$ cat config.mk
export PLATFORM = sky130hd
export DESIGN_NAME = mcj_jump_decode
export DESIGN_NICKNAME = d
export VERILOG_FILES = /design/src/mcj_pkg.sv /design/src/mcj_cond_eval.sv /design/src/mcj_jump_decode.sv
export SDC_FILE = /design/constraint.sdc
export NUM_CORES = 1
export LEC_CHECK = 0
export BUFFER_PORTS_ARGS = -buffer_cell sky130_fd_sc_hd__buf_2
export CORE_AREA = 3 3 53 55
export CTS_CLUSTER_DIAMETER = 30
export CTS_CLUSTER_SIZE = 8
export DETAILED_ROUTE_END_ITERATION = 8
export DIE_AREA = 0 0 56 58
export GPL_TIMING_DRIVEN = 1
export PLACE_DENSITY = 0.92
export SLEW_MARGIN = 25
export SYNTH_ARGS = -nofsm -noshare
export SYNTH_HDL_FRONTEND = slang
export SYNTH_SLANG_ARGS = --single-unit
$ cat constraint.sdc
create_clock -name core_clk -period 10.4 [get_ports core_clk]
set_input_delay 2.08 -clock core_clk [delete_from_list [all_inputs] [get_ports core_clk]]
set_output_delay 2.08 -clock core_clk [all_outputs]
set_load 0.01 [all_outputs]
$ cat src/mcj_pkg.sv
// Constants shared by the conditional jump decode block.
package mcj_pkg;

	// Word and address widths.
	localparam int INSTR_W = 16;
	localparam int ADDR_W = 10;
	localparam int START_W = 6;
	localparam int OFFS_W = 5;

	// Program counter value after reset and its sequential step.
	localparam logic [ADDR_W-1:0] PC_RESET = 10'h000;
	localparam logic [ADDR_W-1:0] PC_STEP = 10'h001;

	// Relative core-identity jump: fixed pattern in bits 15..6.
	localparam int REL_OPC_HI = 15;
	localparam int REL_OPC_LO = 6;
	localparam logic [9:0] REL_OPC = 10'h0bd;
	localparam int REL_CORE_SEL_BIT = 5;
	localparam int REL_OFFS_HI = 4;
	localparam int REL_OFFS_LO = 0;

	// Start-condition far jump: bits 15..11 and 3..0 fixed.
	localparam int FAR_OPC_HI = 15;
	localparam int FAR_OPC_LO = 11;
	localparam logic [4:0] FAR_OPC = 5'h07;
	localparam int FAR_SEL_HI = 10;
	localparam int FAR_SEL_LO = 5;
	localparam int FAR_REG_BIT = 4;
	localparam int FAR_TAIL_HI = 3;
	localparam int FAR_TAIL_LO = 0;
	localparam logic [3:0] FAR_TAIL = 4'h1;

	// Core selector encodings.
	localparam logic CORE_SEL_ZERO = 1'b0;
	localparam logic CORE_SEL_ONE = 1'b1;

	// Program counter update kinds.
	typedef enum logic [2:0] {
		MCJ_PC_SEQ = 3'b001,
		MCJ_PC_REL = 3'b010,
		MCJ_PC_FAR = 3'b100
	} mcj_pc_sel_t;

endpackage
$ cat src/mcj_cond_eval.sv
// Instruction field decode and jump condition evaluation.
`timescale 1ns/1ps
module mcj_cond_eval (
	// Instruction in execution.
	input wire logic [mcj_pkg::INSTR_W-1:0] instr_word,
	// Context of the executing core.
	input wire logic core_id,
	input wire logic [mcj_pkg::START_W-1:0] start_latched,
	// Decode results.
	output logic is_rel_id,
	output logic is_far_start,
	output logic cond_true,
	output logic jump_reg_operand,
	output logic [mcj_pkg::OFFS_W-1:0] rel_offset
);
	import mcj_pkg::*;

	logic core_select_operand;
	logic core_zero_selected;
	logic core_one_selected;
	logic [START_W-1:0] start_set_selector;
	logic [START_W-1:0] bit_match;
	logic start_match;

	// Opcode recognition for both instructions.
	assign is_rel_id = (instr_word[REL_OPC_HI:REL_OPC_LO] == REL_OPC);
	assign is_far_start = (instr_word[FAR_OPC_HI:FAR_OPC_LO] == FAR_OPC) &&
		(instr_word[FAR_TAIL_HI:FAR_TAIL_LO] == FAR_TAIL);

	// Operand fields; each is meaningful only under its own opcode.
	assign core_select_operand = instr_word[REL_CORE_SEL_BIT];
	assign rel_offset = instr_word[REL_OFFS_HI:REL_OFFS_LO];
	assign start_set_selector = instr_word[FAR_SEL_HI:FAR_SEL_LO];
	assign jump_reg_operand = instr_word[FAR_REG_BIT];

	// Core identity condition: selector 0 holds on core 0 only, 1 on core 1 only.
	assign core_zero_selected = (core_select_operand == CORE_SEL_ZERO) && (core_id == 1'b0);
	assign core_one_selected = (core_select_operand == CORE_SEL_ONE) && (core_id == 1'b1);

	// Exact set match, one comparator per start input; zero code means no start latched.
	genvar gi;
	generate
		for (gi = 0; gi < START_W; gi++) begin : g_start
			assign bit_match[gi] = (start_set_selector[gi] == start_latched[gi]);
		end
	endgenerate
	assign start_match = &bit_match;

	// Condition of whichever jump is decoded.
	assign cond_true = is_rel_id ? (core_zero_selected | core_one_selected) :
		(is_far_start & start_match);
endmodule

$ cat src/mcj_jump_decode.sv
// Program counter update for the core-identity relative jump and start-condition far jump.
// Notes on behaviour
// - Relative identity jump: bits 15..6 are 0010111101, bit 5 selector, bits 4..0 offset.
// - Selector 0 is true only on core 0; selector 1 only on core 1.
// - Taken relative jump loads the jump's own address plus the extended offset.
// - Offset is 5-bit two's complement, range -16 to 15.
// - Taken far jump loads the named jump register.
// - Far jump target is absolute, any Code RAM address, no arithmetic.
// - Start selector is a set, bit 0 start 1; holds when equal to latched set.
// - Far jump: bits 15..11 are 00111, bits 3..0 are 0001, selector between.
`timescale 1ns/1ps
module mcj_jump_decode (
	// Clock and reset.
	input wire logic core_clk,
	input wire logic rst,
	// Instruction execution.
	input wire logic instr_valid,
	input wire logic [mcj_pkg::INSTR_W-1:0] instr_word,
	// Core context.
	input wire logic core_id,
	input wire logic [mcj_pkg::START_W-1:0] start_latched,
	// Jump register subset.
	input wire logic [mcj_pkg::ADDR_W-1:0] jump_reg0,
	input wire logic [mcj_pkg::ADDR_W-1:0] jump_reg1,
	// Results.
	output logic [mcj_pkg::ADDR_W-1:0] core_program_counter,
	output logic jump_taken,
	output logic jump_decoded
);
	import mcj_pkg::*;

	logic is_rel_id;
	logic is_far_start;
	logic cond_true;
	logic jump_reg_operand;
	logic [OFFS_W-1:0] rel_offset;
	logic [ADDR_W-1:0] offset_ext;
	logic [ADDR_W-1:0] far_target;
	mcj_pc_sel_t pc_sel;
	logic [ADDR_W-1:0] pc_r;
	logic [ADDR_W-1:0] pc_nxt;
	logic taken_r;
	logic taken_nxt;
	logic decoded_r;
	logic decoded_nxt;

	mcj_cond_eval u_cond (
		.instr_word(instr_word),
		.core_id(core_id),
		.start_latched(start_latched),
		.is_rel_id(is_rel_id),
		.is_far_start(is_far_start),
		.cond_true(cond_true),
		.jump_reg_operand(jump_reg_operand),
		.rel_offset(rel_offset)
	);

	// Sign extension keeps backward jumps in range; the sum wraps within Code RAM.
	assign offset_ext = {{(ADDR_W-OFFS_W){rel_offset[OFFS_W-1]}}, rel_offset};

	// Target comes straight from the register, full width, so any location is reachable.
	assign far_target = jump_reg_operand ? jump_reg1 : jump_reg0;

	// Choose how the counter moves for the instruction in execution.
	always_comb begin
		if (is_rel_id && cond_true) begin
			pc_sel = MCJ_PC_REL;
		end else if (is_far_start && cond_true) begin
			pc_sel = MCJ_PC_FAR;
		end else begin
			pc_sel = MCJ_PC_SEQ;
		end
	end

	// Next counter and status values; nothing moves without an executing instruction.
	always_comb begin
		pc_nxt = pc_r;
		taken_nxt = 1'b0;
		decoded_nxt = 1'b0;
		if (instr_valid) begin
			decoded_nxt = is_rel_id | is_far_start;
			unique case (pc_sel)
				MCJ_PC_REL: begin
					pc_nxt = ADDR_W'(pc_r + offset_ext);
					taken_nxt = 1'b1;
				end
				MCJ_PC_FAR: begin
					pc_nxt = far_target;
					taken_nxt = 1'b1;
				end
				MCJ_PC_SEQ: begin
					pc_nxt = ADDR_W'(pc_r + PC_STEP);
				end
			endcase
		end
	end

	// Registered state.
	always_ff @(posedge core_clk) begin
		if (rst) begin
			pc_r <= PC_RESET;
			taken_r <= 1'b0;
			decoded_r <= 1'b0;
		end else begin
			pc_r <= pc_nxt;
			taken_r <= taken_nxt;
			decoded_r <= decoded_nxt;
		end
	end

	assign core_program_counter = pc_r;
	assign jump_taken = taken_r;
	assign jump_decoded = decoded_r;
endmodule

==> results of run 1 <==
## where the power goes
| part | total [mW] | leakage, nW | internal, mW | switching, mW |
|---|---|---|---|---|
| sequential | 0.0503 | 0.0985 | 0.0483 | 0.00202 |
| clock | 0.0384 | 0.0210 | 0.0213 | 0.0170 |
| combinational | 0.0320 | 0.582 | 0.0169 | 0.0151 |
| total | 0.121 | 0.701 | 0.0865 | 0.0341 |
## per-layer routing
layer / track usage / up-vias / share of wire
met5: 0 / - / 0
met4: 0.0610 / 0 / 0.0072
met3: 0.0601 / 4 / 0.10
met2: 0.329 / 61 / 0.48
met1: 0.222 / 558 / 0.41
li1: - / 644 / -
## logic make-up after synthesis
kind of cell,share of synthesized area
buf+inv,0.0260
mux,0.0868
flops,0.208
simple gates,0.254
xor+xnor,0.0987
fa+ha+maj,0.115
compound gates,0.211
## how the worst max path moves through the flow
| stage | start | end | slack [ps] | cells past startpoint |
|---|---|---|---|---|
| after floorplan | instr_word[15] | core_program_counter[8] | 5420 | 12 |
| after global placement | instr_word[15] | core_program_counter[8] | 5010 | 14 |
| after detailed placement | instr_word[1] | core_program_counter[8] | 4890 | 14 |
| after CTS | instr_word[1] | core_program_counter[8] | 5170 | 14 |
| after global routing | instr_word[1] | core_program_counter[8] | 4860 | 14 |
| final | instr_word[1] | core_program_counter[8] | 5070 | 14 |
## flip-flops by register name (all words and copies together), names as in the netlist
register	count
jump_taken	1
jump_decoded	1
core_program_counter	10
## placed cells by master, fill, tap and decap left out, types with 2 or more instances in the layout
master | synthesis | routed
a211oi_1 | 6 | 6
a21oi_1 | 11 | 11
buf_2 | 0 | 57
clkbuf_4 | 0 | 3
dfxtp_1 | 12 | 12
ha_1 | 9 | 9
inv_1 | 2 | 2
mux2i_1 | 10 | 10
nand2_1 | 15 | 15
nand2b_1 | 4 | 4
nand4b_1 | 2 | 2
nor2_1 | 10 | 10
nor2b_1 | 8 | 8
nor4_1 | 2 | 2
o211ai_1 | 5 | 5
o21a_1 | 2 | 2
o21ai_0 | 7 | 7
o21bai_1 | 2 | 2
or2_2 | 2 | 2
or4_1 | 3 | 3
xnor2_1 | 8 | 8
xor2_1 | 5 | 5
## metrics by stage
step           area [sq um]  setup WS, ps
2_1_floorplan          1150          5420
5_1_grt                1500          4860
4_1_cts                1500          5170
3_5_place_dp           1460          4890
6_report               1500          5070
3_3_place_gp           1460          5010
## area by class of cell
class | instances | area (sq um)
Clock buffer | 4 | 36.3
Multi-Input combinational cell | 125 | 883
Tap cell | 30 | 37.5
Sequential cell | 12 | 240
Timing Repair Buffer | 58 | 293
Fill cell | 227 | 935
Inverter | 2 | 7.51
## Yosys cell counts (2+ instances only)
cell type  instances
nand2_1           15
dfxtp_1           12
a21oi_1           11
mux2i_1           10
nor2_1            10
ha_1               9
nor2b_1            8
xnor2_1            8
o21ai_0            7
a211oi_1           6
clkbuf_1           5
o211ai_1           5
xor2_1             5
nand2b_1           4
or4_1              3
inv_1              2
nand4b_1           2
nor4_1             2
o21a_1             2
o21bai_1           2
or2_2              2
## critical path, stage by stage
cell and delay (ps):
buf_2 110, nor4b_1 450, nand2_1 200, nor3_2 210, buf_4 260, nor2b_1 150
or2_2 300, ha_1 210, fa_1 400, a21oi_1 220, o21ai_0 150, a2111oi_0 450
o21ai_0 160, a41oi_1 200
==> metrics, run 1 <==
layout net count=around 260; Peak VDD IR=0.0860 mV; global route overflow=0; RSZ-0062 raised after global routing=false; clock root buffer=clkbuf_4; row cnt=18; final std cells w/o fill=approximately 230; # H-tree levels=1; final hold violation count=0; die area=0.00325 sq mm; CTS tree=yes; number of global-route vias before repair=1,155; Slew HR=0.694; Startpoint Class=input port; register area share after synthesis=0.208; clock sinks=12; n_diodes=0; Worst-Skew Late Latency=between 200 and 300 ps; router iterations before antenna repair=4; Async S/R FF share, synth=0; Max Slew Vio Count=0; overall global routing resource usage=0.189; io pins=58; EDFF count, synth=0; clock period minus worst slack=5330 ps; Min-Delay Endpoint=core_program_counter[0]; final antenna-violating net count=0; RR Endpoint=core_program_counter[8]; Vias/cell=~5.5; CTS Buf Count=3; Worst Setup Path Type=input port to flop; worst hold margin=495 ps; leakage power=~0.7 nW; Worst Hold Path Cells=2; DIE WIDTH=between 50 and 60 um; I/O Buffers=57; P&R area growth vs syn=29.8%; Final period util=0.513; Design Power=approximately 0.12 mW; GP Congestion=0.871; crit path DAT=5540 ps; setup TNS=0 ps; top cells by area, synth=dfxtp_1 (21%), ha_1 (9.8%), mux2i_1 (8.7%); largest net degree at the start of global routing=24; PostCTS Resize Cnt=0; Hold Buf Count CTS=0; leading area contributor after synthesis=dfxtp_1; DR WL/cell=approximately 13 um; final WL=2920 um; die height=58 um; Ys Warns=0; Setup-failing EPs final=0; DPL Wire Length=about 2300 um; initial antenna violation count=0; Worst EP required=10,610 ps; outcome=finished clean; Max Fanout on Critical Path=23; worst reg-to-reg path cell count=7; Util after Layout=0.616; R2R setup slack=8190 ps; HP Start=core_program_counter[0]; Syn Area/Cell=7.96 sq um; Post-CTS Repair Setup Buffers=0; worst-margin pin slew=447 ps; Clock Path Buffers=2; global-route wire length before repair=4910 um; fmax=188 MHz; Top FF cell, synth=dfxtp_1; share of cells above drive strength 1=0.323; RR Startpoint=core_program_counter[0]; Mapped Area=0.00115 sq mm; PwrDens=80.5 mW/mm^2; number of DRC markers in iteration 0=37; Worst-path clk slew=80 ps; CORE AREA=0.00243 sq mm; # Max-Cap Violations=0; Worst Skew=4.99 ps; Initial Util=0.474; Yosys top cell area share=0.208; Remaining DRCs=0; Via Count=1,267; FF+latch count, synth=12; Synthesized Nets=between 200 and 250; Post-Place Cells=227; HP Class=flop to flop; Yosys cell types=36; Crit. End Element=flop; Syn Inst Count=145
(Power assumes the default switching activity.)
==> run 2: changes to the inputs <==
--- a/config.mk
+++ b/config.mk
@@ -6,13 +6,13 @@
 export NUM_CORES = 1
 export LEC_CHECK = 0
 export BUFFER_PORTS_ARGS = -buffer_cell sky130_fd_sc_hd__buf_2
-export CORE_AREA = 3 3 53 55
+export CORE_AREA = 3 3 58 60
 export CTS_CLUSTER_DIAMETER = 30
 export CTS_CLUSTER_SIZE = 8
 export DETAILED_ROUTE_END_ITERATION = 8
-export DIE_AREA = 0 0 56 58
+export DIE_AREA = 0 0 61 63
 export GPL_TIMING_DRIVEN = 1
-export PLACE_DENSITY = 0.92
+export PLACE_DENSITY = 0.83
 export SLEW_MARGIN = 25
 export SYNTH_ARGS = -nofsm -noshare
 export SYNTH_HDL_FRONTEND = slang
==> constraint.sdc (replaced) <==
create_clock -name core_clk -period 4.3 [get_ports core_clk]
set_input_delay 0.86 -clock core_clk [delete_from_list [all_inputs] [get_ports core_clk]]
set_output_delay 0.86 -clock core_clk [all_outputs]
set_load 0.01 [all_outputs]
==> metrics, run 2 (synthesis results as in run 1) <==
clock sinks=12 (unchanged); CTS tree=yes; Final period util=0.892; global-route wire length before repair=4780 um (-2.5%); final antenna-violating net count=0 (unchanged); final hold violation count=0 (unchanged); Worst Setup Path Type=input port to flop; PostCTS Resize Cnt=0 (unchanged); commonest non-fill, non-tap cell in the layout=buf_2; Crit. End Element=flop; largest net degree at the start of global routing=23 (-4.2%); Post-CTS Repair Setup Buffers=0 (unchanged); Setup-failing EPs final=0 (unchanged); DPL Wire Length=2310 um (-0.90%); fmax=261 MHz; GP Congestion=0.830 (-4.8%); Initial Util=0.387 (-0.0869); Via Count=1,215 (-4.1%); HP Class=flop to flop; RSZ-0062 raised after global routing=false; Worst-Skew Late Latency=270 ps (about the same); # Max-Cap Violations=0 (unchanged); clock root buffer=clkbuf_4; initial antenna violation count=0 (unchanged); share of cells above drive strength 1=0.320 (-0.00338); Peak VDD IR=0.0756 mV (-12%); Slew HR=0.688 (-0.00599); worst-margin pin slew=456 ps (+8.76 ps); Max Fanout on Critical Path=6 (-74%); Hold Buf Count CTS=0 (unchanged); Design Power=0.271 mW (+120%); Remaining DRCs=0 (unchanged); layout net count=258 (unchanged); CORE AREA=0.00298 sq mm (+22%); most frequent cells in the layout=buf_2 (57), nand2_1 (15), dfxtp_1 (12); CTS Buf Count=3 (unchanged); n_diodes=0 (unchanged); Post-Place Cells=230 (+1.3%); leakage power=0.694 nW (-1.0%); Vias/cell=5.21 (-4.9%); met1 usage=0.214 (-0.00844); GR peak layer=met2; DIE WIDTH=61 um (+8.9%); PwrDens=182 mW/mm^2 (+130%); crit path DAT=4040 ps (-1500 ps); Worst Skew=0.330 ps (-4.66 ps); outcome=finished clean; Util after Layout=0.500 (-0.116); max reg flops=10 (unchanged); number of global-route vias before repair=1,108 (-4.1%); clock period minus worst slack=3840 ps; Clock Path Buffers=2 (unchanged); I/O Buffers=57 (unchanged); setup TNS=0 ps (unchanged); # H-tree levels=1 (unchanged); number of DRC markers in iteration 0=31 (-16%); GR Layer Usage met3=0.0372 (-0.0229); router iterations before antenna repair=4 (unchanged); P&R area growth vs syn=29.0%; DR WL/cell=12.5 um (-1.3%); io pins=58 (unchanged); Worst-path clk slew=80 ps (about the same); global route overflow=0 (unchanged); overall global routing resource usage=0.159 (-0.0301); die height=63 um (+8.6%); Max Slew Vio Count=0 (unchanged); row cnt=20 (+2); final std cells w/o fill=233 (+0.87%); die area=0.00384 sq mm (+18%); final WL=2900 um (-0.45%); Worst EP required=4500 ps (-6110 ps); Startpoint Class=input port; met2 global-route usage=0.247 (-0.0816)
run 2: changes by cell type in the layout (fill, tap and decap cells not counted), sizes merged:
cell	delta
clkbuf	-1
run 2: worst paths after layout:
kind                            from                      end  slack [ps]  depth (start not counted)
min reg2reg  core_program_counter[2]  core_program_counter[2]         490                          2
min          core_program_counter[2]  core_program_counter[2]         490                          2
max reg2reg  core_program_counter[0]  core_program_counter[8]        2100                          7
max                   instr_word[15]  core_program_counter[8]         460                         12
run 2: metrics by stage:
step / worst slack, ps / hold WS (ps) / instance area, sq um
3_5_place_dp: 227 / 478 / 1470
2_1_floorplan: 538 / 503 / 1150
4_1_cts: 498 / 492 / 1490
5_1_grt: 225 / 525 / 1490
6_report: 463 / 490 / 1490
3_3_place_gp: 291 / 480 / 1470
run 2: layer usage:
metal,vias to the layer above,share of wire,routed length (um)
met3,4,0.070,204
met2,40,0.46,1340
met5,-,0,0
li1,644,-,-
met1,527,0.46,1340
met4,0,0.0079,23
run 2: final cells by class:
type | instances | area (sq um)
clock buffers | 3 | 22.5
fillers | 312 | 1490
inverters | 2 | 7.51
multi-input cells | 125 | 883
flip-flops and latches | 12 | 240
well taps | 33 | 41.3
repair buffers | 58 | 293
run 2: power by group:
group / internal (mW) / total [mW] / switching (mW)
Combinational: 0.0410 / 0.0770 / 0.0360
Clock: 0.0324 / 0.0721 / 0.0397
Sequential: 0.117 / 0.122 / 0.00489
run 2: worst max-delay path, stage by stage:
cell and delay [ps]:
buf_2 90, nand4bb_1 200, or4_1 600, nor2b_1 220, or2_2 290, ha_1 210
fa_1 410, a21oi_1 190, o21ai_0 130, a2111oi_0 460, o21ai_0 160, a41oi_1 210
==> run 3: changes to the inputs <==
--- a/config.mk
+++ b/config.mk
@@ -5,14 +5,15 @@
 export SDC_FILE = /design/constraint.sdc
 export NUM_CORES = 1
 export LEC_CHECK = 0
+export ABC_AREA = 1
 export BUFFER_PORTS_ARGS = -buffer_cell sky130_fd_sc_hd__buf_2
-export CORE_AREA = 3 3 58 60
+export CORE_AREA = 3 3 59 61
 export CTS_CLUSTER_DIAMETER = 30
 export CTS_CLUSTER_SIZE = 8
 export DETAILED_ROUTE_END_ITERATION = 8
-export DIE_AREA = 0 0 61 63
+export DIE_AREA = 0 0 62 64
 export GPL_TIMING_DRIVEN = 1
-export PLACE_DENSITY = 0.83
+export PLACE_DENSITY = 0.84
 export SLEW_MARGIN = 25
 export SYNTH_ARGS = -nofsm -noshare
 export SYNTH_HDL_FRONTEND = slang
==> metrics, run 3 <==
GP Congestion=0.849 (+2.3%); count leader, synth=nand2_1; cell family with most CP delay=simple AND/OR/NAND/NOR gates; Mapped Area=0.00125 sq mm (+8.0%); clock sinks=12 (unchanged); overall global routing resource usage=0.174 (+0.0144); number of DRC markers in iteration 0=35 (+13%); Vias/cell=4.76 (-8.7%); share of cells above drive strength 1=0.285 (-0.0348); global route overflow=0 (unchanged); Synthesized Nets=255 (+27%); Ys Warns=0 (unchanged); DIE WIDTH=62 um (+1.6%); Peak VDD IR=0.182 mV (+140%); final WL=3110 um (+7.2%); die area=0.00397 sq mm (+3.3%); commonest non-fill, non-tap cell in the layout=buf_2; I/O Buffers=57 (unchanged); Startpoint Class=input port; FF+latch count, synth=12 (unchanged); setup TNS=0 ps (unchanged); CTS tree=yes; most instantiated cells after synthesis=nand2_1 (52), inv_1 (24), nor2_1 (20); final hold violation count=0 (unchanged); max reg flops=10 (unchanged); CP max-delay cell=fa_1; top cells by area, synth=dfxtp_1 (19%), nand2_1 (16%), ha_1 (9.0%); Via Count=1,429 (+18%); Slew HR=0.806 (+0.117); Yosys cell types=26 (-28%); Worst EP required=4480 ps (-20 ps); Post-CTS Repair Setup Buffers=0 (unchanged); outcome=finished clean; Syn Inst Count=199 (+37%); most frequent cells in the layout=buf_2 (57), nand2_1 (52), inv_1 (24); largest net degree at the start of global routing=17 (-26%); Reg area=240 sq um (unchanged); row cnt=20 (unchanged); Util after Layout=0.529 (+0.0289); fmax=347 MHz (+33%); Hold Buf Count CTS=0 (unchanged); CTS Buf Count=3 (unchanged); clock root buffer=clkbuf_4; Setup-failing EPs final=0 (unchanged); Max Fanout on Critical Path=6 (unchanged); DR WL/cell=10.4 um (-17%); CORE AREA=0.00303 sq mm (+1.7%); Worst Skew=5.91 ps (+5.58 ps); Remaining DRCs=0 (unchanged); DPL Wire Length=2680 um (+16%); worst-path cell chain=buf_2, nor2_1, nand3_1, nor2_2, nand3_4, nand2_4, nand2_1, ha_1, fa_1, nand3_1, nand2_1, nand2_1, nand2_1, a21oi_1, a21oi_1, o21ai_0, nand3_1, nand2_1, inv_1; worst-margin pin slew=292 ps (-164 ps); Clock Path Buffers=2 (unchanged); RSZ-0062 raised after global routing=false; multi-input combinational cell area=881 sq um (-0.28%); Worst-Skew Late Latency=270 ps (about the same); EDFF count, synth=0 (unchanged); io pins=58 (unchanged); crit path DAT=3070 ps (-970 ps); clock period minus worst slack=2880 ps (-953 ps); global-route wire length before repair=5420 um (+13%); Worst-path clk slew=80 ps (about the same); Final period util=0.671 (-0.222); Worst Setup Path Type=input port to flop; WP buf/inv=2 (+1); leakage power=0.912 nW (+31%); layout net count=313 (+21%); P&R area growth vs syn=28.4%; final antenna-violating net count=0 (unchanged); HP Class=flop to flop; Initial Util=0.412 (+0.0242); # H-tree levels=1 (unchanged); # Max-Cap Violations=0 (unchanged); Crit. End Element=flop; Top FF cell, synth=dfxtp_1; Max Slew Vio Count=0 (unchanged); n_diodes=0 (unchanged); CP dominant cell by count=nand2_1; router iterations before antenna repair=4 (unchanged); Layout fillers=316 (+1.3%); register area share after synthesis=0.193 (-0.0155); Yosys top cell area share=0.193 (-0.0155); PwrDens=175 mW/mm^2 (-3.9%); Async S/R FF share, synth=0 (unchanged); Syn Area/Cell=6.26 sq um (-21%); PostCTS Resize Cnt=0 (unchanged); die height=64 um (+1.6%); number of global-route vias before repair=1,341 (+21%); Critical Path Max Stage Delay=400 ps (-200 ps); leading area contributor after synthesis=dfxtp_1; initial antenna violation count=0 (unchanged)
[run 3: changes by cell type in the layout (fill, tap and decap cells not counted), moves of 4 or more]
cell | previous run | this run
nor2_1 | 10 | 20
o211ai_1 | 5 | 9
mux2i_1 | 10 | 1
a211oi_1 | 6 | 0
nor2b_1 | 8 | 0
nand2b_1 | 4 | 0
inv_1 | 2 | 24
a21oi_1 | 11 | 15
xnor2_1 | 8 | 3
nand2_1 | 15 | 52
nand3_1 | 1 | 17
[run 3: final cells by class]
class                      count  area share
multi-input combinational    156       0.550
inverter                      27      0.0641
timing repair buffer          57       0.178
clock buffer                   4      0.0227
tap                           44      0.0344
sequential                    12       0.150
[run 3: path summary, 6_finish.rpt]
| check | startpoint | endpoint | slack (ps) | cells after the start |
|---|---|---|---|---|
| min reg2reg | core_program_counter[4] | core_program_counter[4] | 490 | 2 |
| min | core_program_counter[4] | core_program_counter[4] | 490 | 2 |
| max reg2reg | core_program_counter[0] | core_program_counter[6] | 2400 | 12 |
| max | instr_word[14] | core_program_counter[6] | 1420 | 19 |
[run 3: layer usage]
metal,share of wire,up-vias,track usage
met5,0,-,0
met4,0.018,0,0.0451
met3,0.055,7,0.0242
met2,0.49,42,0.298
met1,0.44,611,0.219
li1,-,769,-
[run 3: report_power, final]
part / internal [mW] / switching [mW]
logic: 0.0331 / 0.0371
registers: 0.115 / 0.00384
clock network: 0.0515 / 0.0397
total: 0.199 / 0.0806
[run 3: kinds of logic after synthesis]
| group | share of synthesized area |
|---|---|
| compound gates | 0.181 |
| mux | 0.00803 |
| xor+xnor | 0.0633 |
| buf+inv | 0.100 |
| simple gates | 0.348 |
| fa+ha+maj | 0.106 |
| flops | 0.193 |
[run 3: stage by stage]
| stage | power, mW | worst slack, ps | hold WS, ps | instance area (sq um) | cells |
|---|---|---|---|---|---|
| floorplan | 0.157 | 1410 | 504 | 1250 | 199 |
| global placement | 0.190 | 1200 | 479 | 1560 | 296 |
| detailed placement | 0.192 | 1130 | 478 | 1560 | 296 |
| CTS | 0.282 | 1420 | 490 | 1600 | 300 |
| global route | 0.298 | 1090 | 512 | 1600 | 300 |
| finish | 0.280 | 1420 | 492 | 1600 | 300 |
[run 3: worst min-delay path: stages, from the launching register on]
cell,delay (ps)
dfxtp_1,330
nand2_1,60
a21oi_1,50
